[src/rtl/flash_host_pkg.sv]
// Package with constants for the dual-bank flash command host controller
// Summary of operation
// - Write needs select, write low, output-enable high
// - Software issues a reset to the bank after fail bit or autoselect
// - Autoselect: two unlocks then bank plus command
// - Program: two unlocks, setup, then address/data
// - Unlock bypass: unlocks, 20h, then two-write programs
// - Bypass exit: 90h at bank, then 00h
package flash_host_pkg;
    localparam int ADDR_W = 20;
    localparam int DATA_W = 16;
    // ==========================================
    // Command codes and unlock addresses
    localparam logic [7:0] CMD_UNLOCK1 = 8'haa;
    localparam logic [7:0] CMD_UNLOCK2 = 8'h55;
    localparam logic [7:0] CMD_AUTOSEL = 8'h90;
    localparam logic [7:0] CMD_PROGRAM = 8'ha0;
    localparam logic [7:0] CMD_BYPASS  = 8'h20;
    localparam logic [7:0] CMD_BYP_END = 8'h00;
    localparam logic [7:0] CMD_RESET   = 8'hf0;
    localparam logic [19:0] UNL1_WORD  = 20'h00555;
    localparam logic [19:0] UNL2_WORD  = 20'h002aa;
    localparam logic [19:0] UNL1_BYTE  = 20'h00aaa;
    localparam logic [19:0] UNL2_BYTE  = 20'h00555;
    localparam logic [19:0] ID_MFR     = 20'h00000;
    localparam logic [19:0] ID_DEV_W   = 20'h00001;
    localparam logic [19:0] ID_DEV_B   = 20'h00002;
    localparam logic [7:0]  ID_PROT_W  = 8'h02;
    localparam logic [7:0]  ID_PROT_B  = 8'h04;
    // ==========================================
    // Register map and timing
    localparam logic [3:0] REG_CTRL   = 4'h0;
    localparam logic [3:0] REG_ADDR   = 4'h1;
    localparam logic [3:0] REG_WDATA  = 4'h2;
    localparam logic [3:0] REG_STATUS = 4'h3;
    localparam logic [3:0] REG_RDATA  = 4'h4;
    localparam int T_STROBE_NS = 40;
    localparam int CLK_NS      = 8;
    localparam int STROBE_CYC  = (T_STROBE_NS + CLK_NS - 1) / CLK_NS;
    localparam logic [3:0] OP_READ    = 4'h0;
    localparam logic [3:0] OP_RESET   = 4'h1;
    localparam logic [3:0] OP_PROGRAM = 4'h2;
    localparam logic [3:0] OP_AUTOSEL = 4'h3;
    localparam logic [3:0] OP_BYP_ON  = 4'h4;
    localparam logic [3:0] OP_BYP_PRG = 4'h5;
    localparam logic [3:0] OP_BYP_OFF = 4'h6;
    localparam logic [3:0] OP_ID_MFR  = 4'h7;
    localparam logic [3:0] OP_ID_DEV  = 4'h8;
    localparam logic [3:0] OP_ID_PROT = 4'h9;
endpackage

[src/rtl/flash_cmd_host.sv]
// Host controller that issues command sequences to a dual-bank flash
//
// The strobed register port and the placing of the registers are this design's own decisions.
`timescale 1ns/1ns
`default_nettype none
module flash_cmd_host (
    input  wire logic        core_clk_i,
    input  wire logic        rst_i,
    input  wire logic [3:0]  reg_addr_i,
    input  wire logic [31:0] reg_wdata_i,
    input  wire logic        reg_wr_i,
    input  wire logic        reg_rd_i,
    output logic [31:0]      reg_rdata_o,
    output logic [19:0]      flash_addr_o,
    output logic [15:0]      flash_dq_o,
    output logic             flash_dq_oe_o,
    input  wire logic [15:0] flash_dq_i,
    output logic             flash_ce_n_o,
    output logic             flash_oe_n_o,
    output logic             flash_we_n_o,
    output logic             flash_byte_n_o,
    input  wire logic        ready_busy_flag_i
);
    typedef enum logic [2:0] {S_IDLE, S_SETUP, S_STROBE, S_HOLD, S_NEXT, S_WAIT} state_t;

    state_t      state_r, state_nxt;
    logic [3:0]  op_r, op_nxt;
    logic [2:0]  step_r, step_nxt, nsteps;
    logic [3:0]  cnt_r, cnt_nxt;
    logic [19:0] addr_r, addr_nxt;
    logic [15:0] wdata_r, wdata_nxt;
    logic [15:0] rdata_r, rdata_nxt;
    logic        byte_mode_r, byte_mode_nxt;
    logic        fail_r, fail_nxt;
    logic [31:0] rd_r, rd_nxt;
    logic [1:0]  rb_sync_r;
    logic [15:0] dq_s1_r, dq_s2_r;
    logic [19:0] cyc_addr;
    logic [15:0] cyc_data;
    logic        cyc_read;
    logic [19:0] bank_base;
    logic [19:0] u1, u2;

    // ==========================================
    // Pin synchronisers
    always_ff @(posedge core_clk_i or posedge rst_i) begin
        if (rst_i) begin
            rb_sync_r <= 2'h0;
            dq_s1_r   <= 16'h0000;
            dq_s2_r   <= 16'h0000;
        end else begin
            rb_sync_r <= {rb_sync_r[0], ready_busy_flag_i};
            dq_s1_r   <= flash_dq_i;
            dq_s2_r   <= dq_s1_r;
        end
    end

    // ==========================================
    // Sequence table
    always_comb begin
        u1        = byte_mode_r ? flash_host_pkg::UNL1_BYTE : flash_host_pkg::UNL1_WORD;
        u2        = byte_mode_r ? flash_host_pkg::UNL2_BYTE : flash_host_pkg::UNL2_WORD;
        bank_base = {addr_r[19:16], 16'h0000};
        cyc_addr  = addr_r;
        cyc_data  = wdata_r;
        cyc_read  = 1'b0;
        nsteps    = 3'h1;
        case (op_r)
            flash_host_pkg::OP_RESET: begin
                cyc_data = {8'h00, flash_host_pkg::CMD_RESET};
            end
            flash_host_pkg::OP_PROGRAM: begin
                nsteps = 3'h4;
                case (step_r)
                    3'h0: begin cyc_addr = u1; cyc_data = {8'h00, flash_host_pkg::CMD_UNLOCK1}; end
                    3'h1: begin cyc_addr = u2; cyc_data = {8'h00, flash_host_pkg::CMD_UNLOCK2}; end
                    3'h2: begin cyc_addr = u1; cyc_data = {8'h00, flash_host_pkg::CMD_PROGRAM}; end
                    default: ;
                endcase
            end
            flash_host_pkg::OP_AUTOSEL, flash_host_pkg::OP_BYP_ON: begin
                nsteps = 3'h3;
                case (step_r)
                    3'h0: begin cyc_addr = u1; cyc_data = {8'h00, flash_host_pkg::CMD_UNLOCK1}; end
                    3'h1: begin cyc_addr = u2; cyc_data = {8'h00, flash_host_pkg::CMD_UNLOCK2}; end
                    default: begin
                        cyc_addr = bank_base | u1;
                        cyc_data = {8'h00, (op_r == flash_host_pkg::OP_AUTOSEL) ?
                                    flash_host_pkg::CMD_AUTOSEL : flash_host_pkg::CMD_BYPASS};
                    end
                endcase
            end
            flash_host_pkg::OP_BYP_PRG: begin
                nsteps = 3'h2;
                if (step_r == 3'h0) begin
                    cyc_data = {8'h00, flash_host_pkg::CMD_PROGRAM};
                end
            end
            flash_host_pkg::OP_BYP_OFF: begin
                nsteps = 3'h2;
                if (step_r == 3'h0) begin
                    cyc_addr = bank_base;
                    cyc_data = {8'h00, flash_host_pkg::CMD_AUTOSEL};
                end else begin
                    cyc_data = {8'h00, flash_host_pkg::CMD_BYP_END};
                end
            end
            flash_host_pkg::OP_ID_MFR: begin
                cyc_read = 1'b1;
                cyc_addr = bank_base | flash_host_pkg::ID_MFR;
            end
            flash_host_pkg::OP_ID_DEV: begin
                cyc_read = 1'b1;
                cyc_addr = bank_base | (byte_mode_r ? flash_host_pkg::ID_DEV_B : flash_host_pkg::ID_DEV_W);
            end
            flash_host_pkg::OP_ID_PROT: begin
                cyc_read = 1'b1;
                cyc_addr = {addr_r[19:8], byte_mode_r ? flash_host_pkg::ID_PROT_B : flash_host_pkg::ID_PROT_W};
            end
            default: cyc_read = 1'b1; // Plain array read, also of the idle bank
        endcase
    end

    // ==========================================
    // Bus cycle engine and register port
    always_comb begin
        state_nxt     = state_r;
        op_nxt        = op_r;
        step_nxt      = step_r;
        cnt_nxt       = cnt_r;
        addr_nxt      = addr_r;
        wdata_nxt     = wdata_r;
        rdata_nxt     = rdata_r;
        byte_mode_nxt = byte_mode_r;
        fail_nxt      = fail_r;
        rd_nxt        = 32'h0000_0000;
        if (reg_rd_i) begin
            case (reg_addr_i)
                flash_host_pkg::REG_ADDR:   rd_nxt = {12'h000, addr_r};
                flash_host_pkg::REG_WDATA:  rd_nxt = {16'h0000, wdata_r};
                flash_host_pkg::REG_STATUS: rd_nxt = {28'h0000000, fail_r, rb_sync_r[1],
                                                      byte_mode_r, state_r != S_IDLE};
                flash_host_pkg::REG_RDATA:  rd_nxt = {16'h0000, rdata_r};
                default:                    rd_nxt = 32'h0000_0000;
            endcase
        end
        case (state_r)
            S_IDLE: begin
                if (reg_wr_i) begin
                    case (reg_addr_i)
                        flash_host_pkg::REG_ADDR:  addr_nxt = reg_wdata_i[19:0];
                        flash_host_pkg::REG_WDATA: wdata_nxt = reg_wdata_i[15:0];
                        flash_host_pkg::REG_CTRL: begin
                            op_nxt        = reg_wdata_i[3:0];
                            byte_mode_nxt = reg_wdata_i[4];
                            step_nxt      = 3'h0;
                            fail_nxt      = 1'b0;
                            state_nxt     = S_SETUP;
                        end
                        default: ;
                    endcase
                end
            end
            S_SETUP: begin
                cnt_nxt   = 4'(flash_host_pkg::STROBE_CYC);
                state_nxt = S_STROBE;
            end
            S_STROBE: begin
                if (cnt_r == 4'h0) begin
                    if (cyc_read) begin
                        rdata_nxt = dq_s2_r;
                    end
                    state_nxt = S_HOLD;
                end else begin
                    cnt_nxt = cnt_r - 4'h1;
                end
            end
            S_HOLD: state_nxt = S_NEXT;
            S_NEXT: begin
                if (step_r + 3'h1 < nsteps) begin
                    step_nxt  = step_r + 3'h1;
                    state_nxt = S_SETUP;
                end else if (op_r == flash_host_pkg::OP_PROGRAM || op_r == flash_host_pkg::OP_BYP_PRG) begin
                    state_nxt = S_WAIT; // Commands are ignored while busy, so wait
                end else begin
                    state_nxt = S_IDLE;
                end
            end
            S_WAIT: begin
                if (dq_s2_r[5] && !rb_sync_r[1]) begin
                    fail_nxt = 1'b1; // Software must then issue a reset
                end
                if (rb_sync_r[1]) begin
                    state_nxt = S_IDLE; // Bank back in array read
                end
            end
            default: state_nxt = S_IDLE;
        endcase
    end

    always_ff @(posedge core_clk_i or posedge rst_i) begin
        if (rst_i) begin
            state_r     <= S_IDLE;
            op_r        <= flash_host_pkg::OP_READ;
            step_r      <= 3'h0;
            cnt_r       <= 4'h0;
            addr_r      <= 20'h00000;
            wdata_r     <= 16'h0000;
            rdata_r     <= 16'h0000;
            byte_mode_r <= 1'b0;
            fail_r      <= 1'b0;
            rd_r        <= 32'h0000_0000;
        end else begin
            state_r     <= state_nxt;
            op_r        <= op_nxt;
            step_r      <= step_nxt;
            cnt_r       <= cnt_nxt;
            addr_r      <= addr_nxt;
            wdata_r     <= wdata_nxt;
            rdata_r     <= rdata_nxt;
            byte_mode_r <= byte_mode_nxt;
            fail_r      <= fail_nxt;
            rd_r        <= rd_nxt;
        end
    end

    // ==========================================
    // Pin drive: CE and WE fall together, data held past WE rise
    logic active;
    assign active         = (state_r == S_STROBE) || (state_r == S_HOLD);
    assign reg_rdata_o    = rd_r;
    assign flash_addr_o   = cyc_addr;
    assign flash_dq_o     = cyc_data;
    assign flash_dq_oe_o  = !cyc_read && (state_r == S_SETUP || active);
    assign flash_ce_n_o   = !active;
    assign flash_oe_n_o   = !(cyc_read && state_r == S_STROBE); // OE high in writes
    assign flash_we_n_o   = !(!cyc_read && state_r == S_STROBE);
    assign flash_byte_n_o = !byte_mode_r;
endmodule
`default_nettype wire

[config.mk]
export PLATFORM = sky130hd
export DESIGN_NAME = flash_cmd_host
export DESIGN_NICKNAME = d
export VERILOG_FILES = /design/src/rtl/flash_host_pkg.sv /design/src/rtl/flash_cmd_host.sv
export SDC_FILE = /design/constraint.sdc
export NUM_CORES = 1
export LEC_CHECK = 0
export BUFFER_PORTS_ARGS = -buffer_cell sky130_fd_sc_hd__buf_4
export CORE_AREA = 2 2 110 112
export DETAILED_ROUTE_END_ITERATION = 6
export DIE_AREA = 0 0 112 114
export HOLD_SLACK_MARGIN = 0.03
export PLACE_DENSITY = 0.77
export SYNTH_ARGS = -nofsm -noshare
export SYNTH_HDL_FRONTEND = slang
export SYNTH_SLANG_ARGS = --single-unit
[constraint.sdc]
create_clock -name core_clk_i -period 7.6 [get_ports core_clk_i]
set_clock_uncertainty 0.15 [all_clocks]
set_input_delay 0.38 -clock core_clk_i [delete_from_list [all_inputs] [get_ports core_clk_i]]
set_output_delay 0.38 -clock core_clk_i [all_outputs]
set_load 0.02 [all_outputs]
Yosys cells after proc, flatten, opt, wreduce, memory -nomap -nowiden
Cells that the tools add are included.
{ "totals": {"regBits": 134, "output_inout_bits": 73, "wordCells": 113} }
{ "op_classes": {"addsub": 2, "n_lt_le_gt_ge": 1, "n_eq_ne": 27, "n_mux": 35, "n_bitwise": 3, "reduce_logical": 32} }
{ "ops": {"columns": ["operator", "count"], "rows": [
  ["20-bit case mux with 6 select lines", 1],
  ["16-bit case mux with 5 select lines", 1],
  ["20-bit case mux with 2 select lines", 2],
  ["20-bit case mux with 4 select lines", 1],
  ["16-bit case mux with 3 select lines", 1],
  ["16-bit two-way mux", 2],
  ["32-bit two-way mux", 1],
  ["3-bit two-way mux", 10],
  ["4-bit by 3-bit == test with 1-bit output (second input constant)", 5],
  ["20-bit by 12-bit OR with 20-bit output", 1],
  ["20-bit by 2-bit OR with 20-bit output", 1],
  ["3-bit case mux with 6 select lines", 1],
  ["4-bit by 2-bit == test with 1-bit output (second input constant)", 4],
  ["8-bit two-way mux", 2],
  ["8-bit case mux with 2 select lines", 1],
  ["12-bit two-way mux", 1],
  ["2-bit inequality test (second input constant)", 6],
  ["3-bit AND reduction", 4],
  ["4-bit AND reduction", 3],
  ["11-bit two-way mux", 1],
  ["3-bit by 2-bit == test with 1-bit output (second input constant)", 3],
  ["3-bit case mux with 3 select lines", 1],
  ["4-bit by 1-bit == test with 1-bit output (second input constant)", 2],
  ["4-bit == test (second input constant)", 2],
  ["other kinds (23)", 43]
]} }

Logic depth before layout (Yosys ltp)
{ "depth": {"ltp_word": 6, "ltp_mapped": 11} }

Worst setup path before layout
Ideal clock, no wire load.
{ "synth_timing": {"kind": "register to output", "from": "register step_r[1]", "to": "output flash_addr_o[4]", "t_arrival_ns": 2.122, "t_required_ns": 7.070, "slack_ns": 4.948, "stages_incl_launch_ff": 9, "n_path_buf": 1, "cell_sequence": "dfrtp_1 clkbuf_1 inv_1 ha_1 or4b_2 o21ai_0 a21oi_1 nor2_1 o21ai_0"} }
{ "synth_via": {"elab_chain_len": 4, "elab_cells_between_ends": 8, "cone_classes": "eq/ne: 2; mux: 4; reduce/logical: 2"} }
{ "synth_lines": {"columns": ["element", "line", "source"], "rows": [
  ["start, declared", "flash_cmd_host.sv:28", "logic [2:0] step_r, step_nxt, nsteps;"],
  ["start signal, assigned", "flash_cmd_host.sv:216", "step_r <= step_nxt;"],
  ["3-bit by 2-bit == test with 1-bit output / 3-bit logical NOT (equally long branches)", "flash_cmd_host.sv:74, flash_cmd_host.sv:83, flash_cmd_host.sv:101", null],
  ["2-bit OR reduction (no line)", null, null],
  ["20-bit case mux with 2 select lines", "flash_cmd_host.sv:74", "case (step_r)"],
  ["20-bit case mux with 6 select lines (*)", "flash_cmd_host.sv:68", "case (op_r)"],
  ["end, declared", "flash_cmd_host.sv:14", "output logic [19:0] flash_addr_o,"]
]} }
Mark *: on every way between the ends. The rest lies on a longest branch, timed or not.

Final worst setup path
{ "layout_timing": {"from": "register step_r[1]", "to": "output flash_dq_o[4]"} }
{ "layout_via": {"elab_chain_len": 3, "elab_cells_between_ends": 8, "cone_classes": "eq/ne: 2; mux: 5; reduce/logical: 1"} }
{ "layout_lines": {"columns": ["element", "line", "source"], "rows": [
  ["3-bit by 2-bit == test with 1-bit output (tied with other cells)", "flash_cmd_host.sv:74", null],
  ["16-bit case mux with 3 select lines (tied with other cells)", "flash_cmd_host.sv:74", null],
  ["16-bit case mux with 5 select lines (*)", "flash_cmd_host.sv:68", null],
  ["end, declared", "flash_cmd_host.sv:15", "output logic [15:0] flash_dq_o,"]
]} }
Marked as above.

==> results.json <==
{
  "fin_crit_ps": 3591,
  "routed_wl_mm": 14.67,
  "dp.cells": 732,
  "numCtsBuffers": 17,
  "synth-edff-count": 0,
  "gr-usage-met1_pct": 30.65,
  "ys_seq_elements": 122,
  "min-delay-start": "reg_wdata_i[1]",
  "yosysWarnings": 0,
  "rows": 40,
  "initialDrtViolationCount": 379,
  "n_antenna_cell": 0,
  "fin_worst_hold_slack_ps": 46.81,
  "crit_chain": "inv_1, ha_1, nand2b_1, o211a_1, a211oi_1, nand2b_1, o221ai_1, buf_4",
  "rr_startpoint": "op_r[1]",
  "met3_usage_pct": 6.323,
  "max_slew_margin_pct": 23.84,
  "io_pins": 130,
  "finalCritPeriodShare_pct": 47.25,
  "hp-class": "in -> reg",
  "syn_area_sq_um": 5625,
  "die-area_sq_um": 12770,
  "r2r_slack_ps": 4670,
  "synthArstFlopShare_pct": 100.0,
  "critPathLaunch": "step_r[1]",
  "io_buffers": 105,
  "max_freq_ghz": 0.2785,
  "crit_fanout": 11,
  "stdcell_count": 782,
  "worst-path-buf-inv": 2,
  "final_nets": 686,
  "worst_pin_slew_ps": 1138,
  "critPathSlowestCell": "dfrtp_1",
  "worstHoldEndpoint": "op_r[1]",
  "syn_to_final_growth_pct": 28.96,
  "cts_tree": "done",
  "core_sq_um": 11710,
  "required_ps": 7070,
  "grt_pass1_vias": 4537,
  "synth_ff_type": "dfrtp_1",
  "track_usage_pct": 24.01,
  "syn_inst": 502,
  "r2r_end": "step_r[2]",
  "wl_per_cell_um": 18.75,
  "antenna_found_initial": 0,
  "critPathKind": "reg -> out",
  "status": "finished, final reports clean",
  "avgViaCountPerCell": 5.724,
  "ant_nets": 0,
  "slew_violations": 0,
  "busiest_layer": "met2",
  "post-cts-setup-buffer-count": 0,
  "start_util_pct": 48.03,
  "gp_congestion": 0.9377,
  "avgSynthCellArea_sq_um": 11.21,
  "crit_top_cell": "nand2b_1",
  "clk_pin_slew_worst_paths_ps": 60,
  "drive_gt1_share_pct": 30.55,
  "grt_pass1_wl_mm": 23.83,
  "finalHoldViolations": 0,
  "root_buffer": "clkbuf_16",
  "drc_errors": 0,
  "die_h_um": 114,
  "synth.distinct_cells": 67,
  "maxCapViolations": 0,
  "vdd_drop_max_uv": 250.7,
  "seq_area_frac_synth_pct": 54.27,
  "dp_hpwl_mm": 9.936,
  "clock_latency_ps": 400,
  "fin_tns_setup_ps": 0,
  "leakage_nw": 3.400,
  "start_kind": "flip-flop",
  "ctsHtreeMaxLevel": 4,
  "fin_util_pct": 61.94,
  "place_area_sq_um": 6466,
  "p_per_area_nw_per_um2": 424.8,
  "worstPathArrival_ps": 3060,
  "grt_overflow": 0,
  "fin_area_sq_um": 7254,
  "use_met2_pct": 39.80,
  "first_pass_iters": 6,
  "die_w_um": 112,
  "grt_max_degree": 75,
  "reg2regPathDepth": 7,
  "path_delay_family": "compound AO/OA/AOI/OAI gates",
  "end_kind": "output pin",
  "cts_sinks": 122,
  "clockBufferDepth": 2,
  "vias": 4476,
  "setup_viol": 0,
  "rsz0062_at_grt": "no",
  "cp_slowest_stage_delay_ps": 520,
  "hold_depth": 3
}
what timing repair did:
action / 4_1_cts / 5_1_grt
endpoints found under the setup margin: 0 / 0
gates resized for setup: 0 / 0
endpoints found under the hold margin: 65 / 0
hold buffers: 18 / 0
layout by cell type (no fill, tap or decap), drive strengths merged, types with 14 or more instances in the layout:
cell type / synthesis / final
a21oi: 25 / 25
dlygate4sd3: 0 / 18
nor2: 44 / 44
inv: 12 / 14
o21ai: 26 / 26
buf: 21 / 108
and2: 19 / 19
nor3: 14 / 14
a222oi: 16 / 16
mux2: 52 / 52
clkbuf: 15 / 18
nand2: 40 / 40
dfrtp: 122 / 122
synth_stat cells, drive strengths merged (3+ instances only):
cell type | n | area [sq um]
a211oi | 3 | 35.03
a21o | 5 | 37.54
a21oi | 25 | 125.1
a222oi | 16 | 160.2
a31oi | 6 | 43.79
and2 | 19 | 118.9
and3 | 5 | 31.28
buf | 21 | 146.4
clkbuf | 15 | 57.55
dfrtp | 122 | 3053
ha | 7 | 87.58
inv | 12 | 45.04
mux2 | 52 | 585.6
nand2 | 40 | 152.6
nand2b | 7 | 43.79
nand3 | 3 | 15.01
nor2 | 44 | 167.7
nor2b | 8 | 50.05
nor3 | 14 | 75.07
nor4 | 3 | 18.77
nor4b | 5 | 71.32
o21ai | 26 | 130.1
o221ai | 3 | 26.28
or3 | 4 | 25.02
xor2 | 4 | 35.03
stage by stage:
stage | setup WS, ps | power [mW]
after global routing | 3931 | 3.252
after CTS | 4123 | 3.074
after detailed placement | 4562 | 2.246
after global placement | 4503 | 2.213
after floorplan | 3827 | 1.785
final | 4009 | 3.081
power by group:
group          internal, mW  total [mW]  switching, mW
Combinational         0.535        1.24          0.705
Clock                 0.524       0.812          0.288
Sequential            0.813        1.03          0.216
Total                  1.87        3.08           1.21
how the worst max path moves through the flow:
stage                                to  slack [ps]  cells past startpoint
final                     flash_dq_o[4]        4010                      8
after global routing      flash_dq_o[4]        3930                      8
after CTS                 flash_dq_o[4]        4120                      8
after detailed placement  flash_dq_o[4]        4560                      8
after global placement    flash_dq_o[4]        4500                      8
after floorplan               addr_r[0]        3830                      1
layout make-up:
| class | count | area [sq um] |
|---|---|---|
| clock inverter | 14 | 168.9 |
| inverter | 12 | 47.55 |
| timing repair buffer | 126 | 991.0 |
| multi-input combinational | 343 | 2371 |
| sequential | 122 | 3053 |
| clock buffer | 18 | 439.2 |
| fill | 923 | 4457 |
| tap | 147 | 183.9 |
layer usage:
metal	wire, um	vias up
met4	306	0
met1	6116	2240
met3	1092	27
met2	7150	192
li1	-	2017
met5	0	-
cells by family after synthesis:
family / Yosys count / synth area share, %
AOI/OAI and AO/OA: 101 / 12.50
xor gates and xnor gates: 4 / 0.6227
adders and majority gates: 7 / 1.557
buffers and inverters: 48 / 4.426
DFF: 122 / 54.27
muxes: 54 / 10.77
other: 1 / 0.06666
and+or+nand+nor: 165 / 15.79
flip-flops by register name (all words and copies together), names as in the netlist:
register	count
dq_s1_r	16
op_r	4
reg_rdata_o	20
step_r	3
dq_s2_r	16
wdata_r	16
fail_r	1
state_r	3
addr_r	20
cnt_r	4
rdata_r	16
byte_mode_r	1
rb_sync_r	2
worst reg2reg max path, stage by stage, from the launching register on:
cell and delay (ps):
dfrtp_1 870, nand3b_1 300, a21o_1 250, ha_1 190, or4_4 520, a31o_1 270, a21oi_1 170, o21ai_1 80
(Power assumes the default switching activity.)
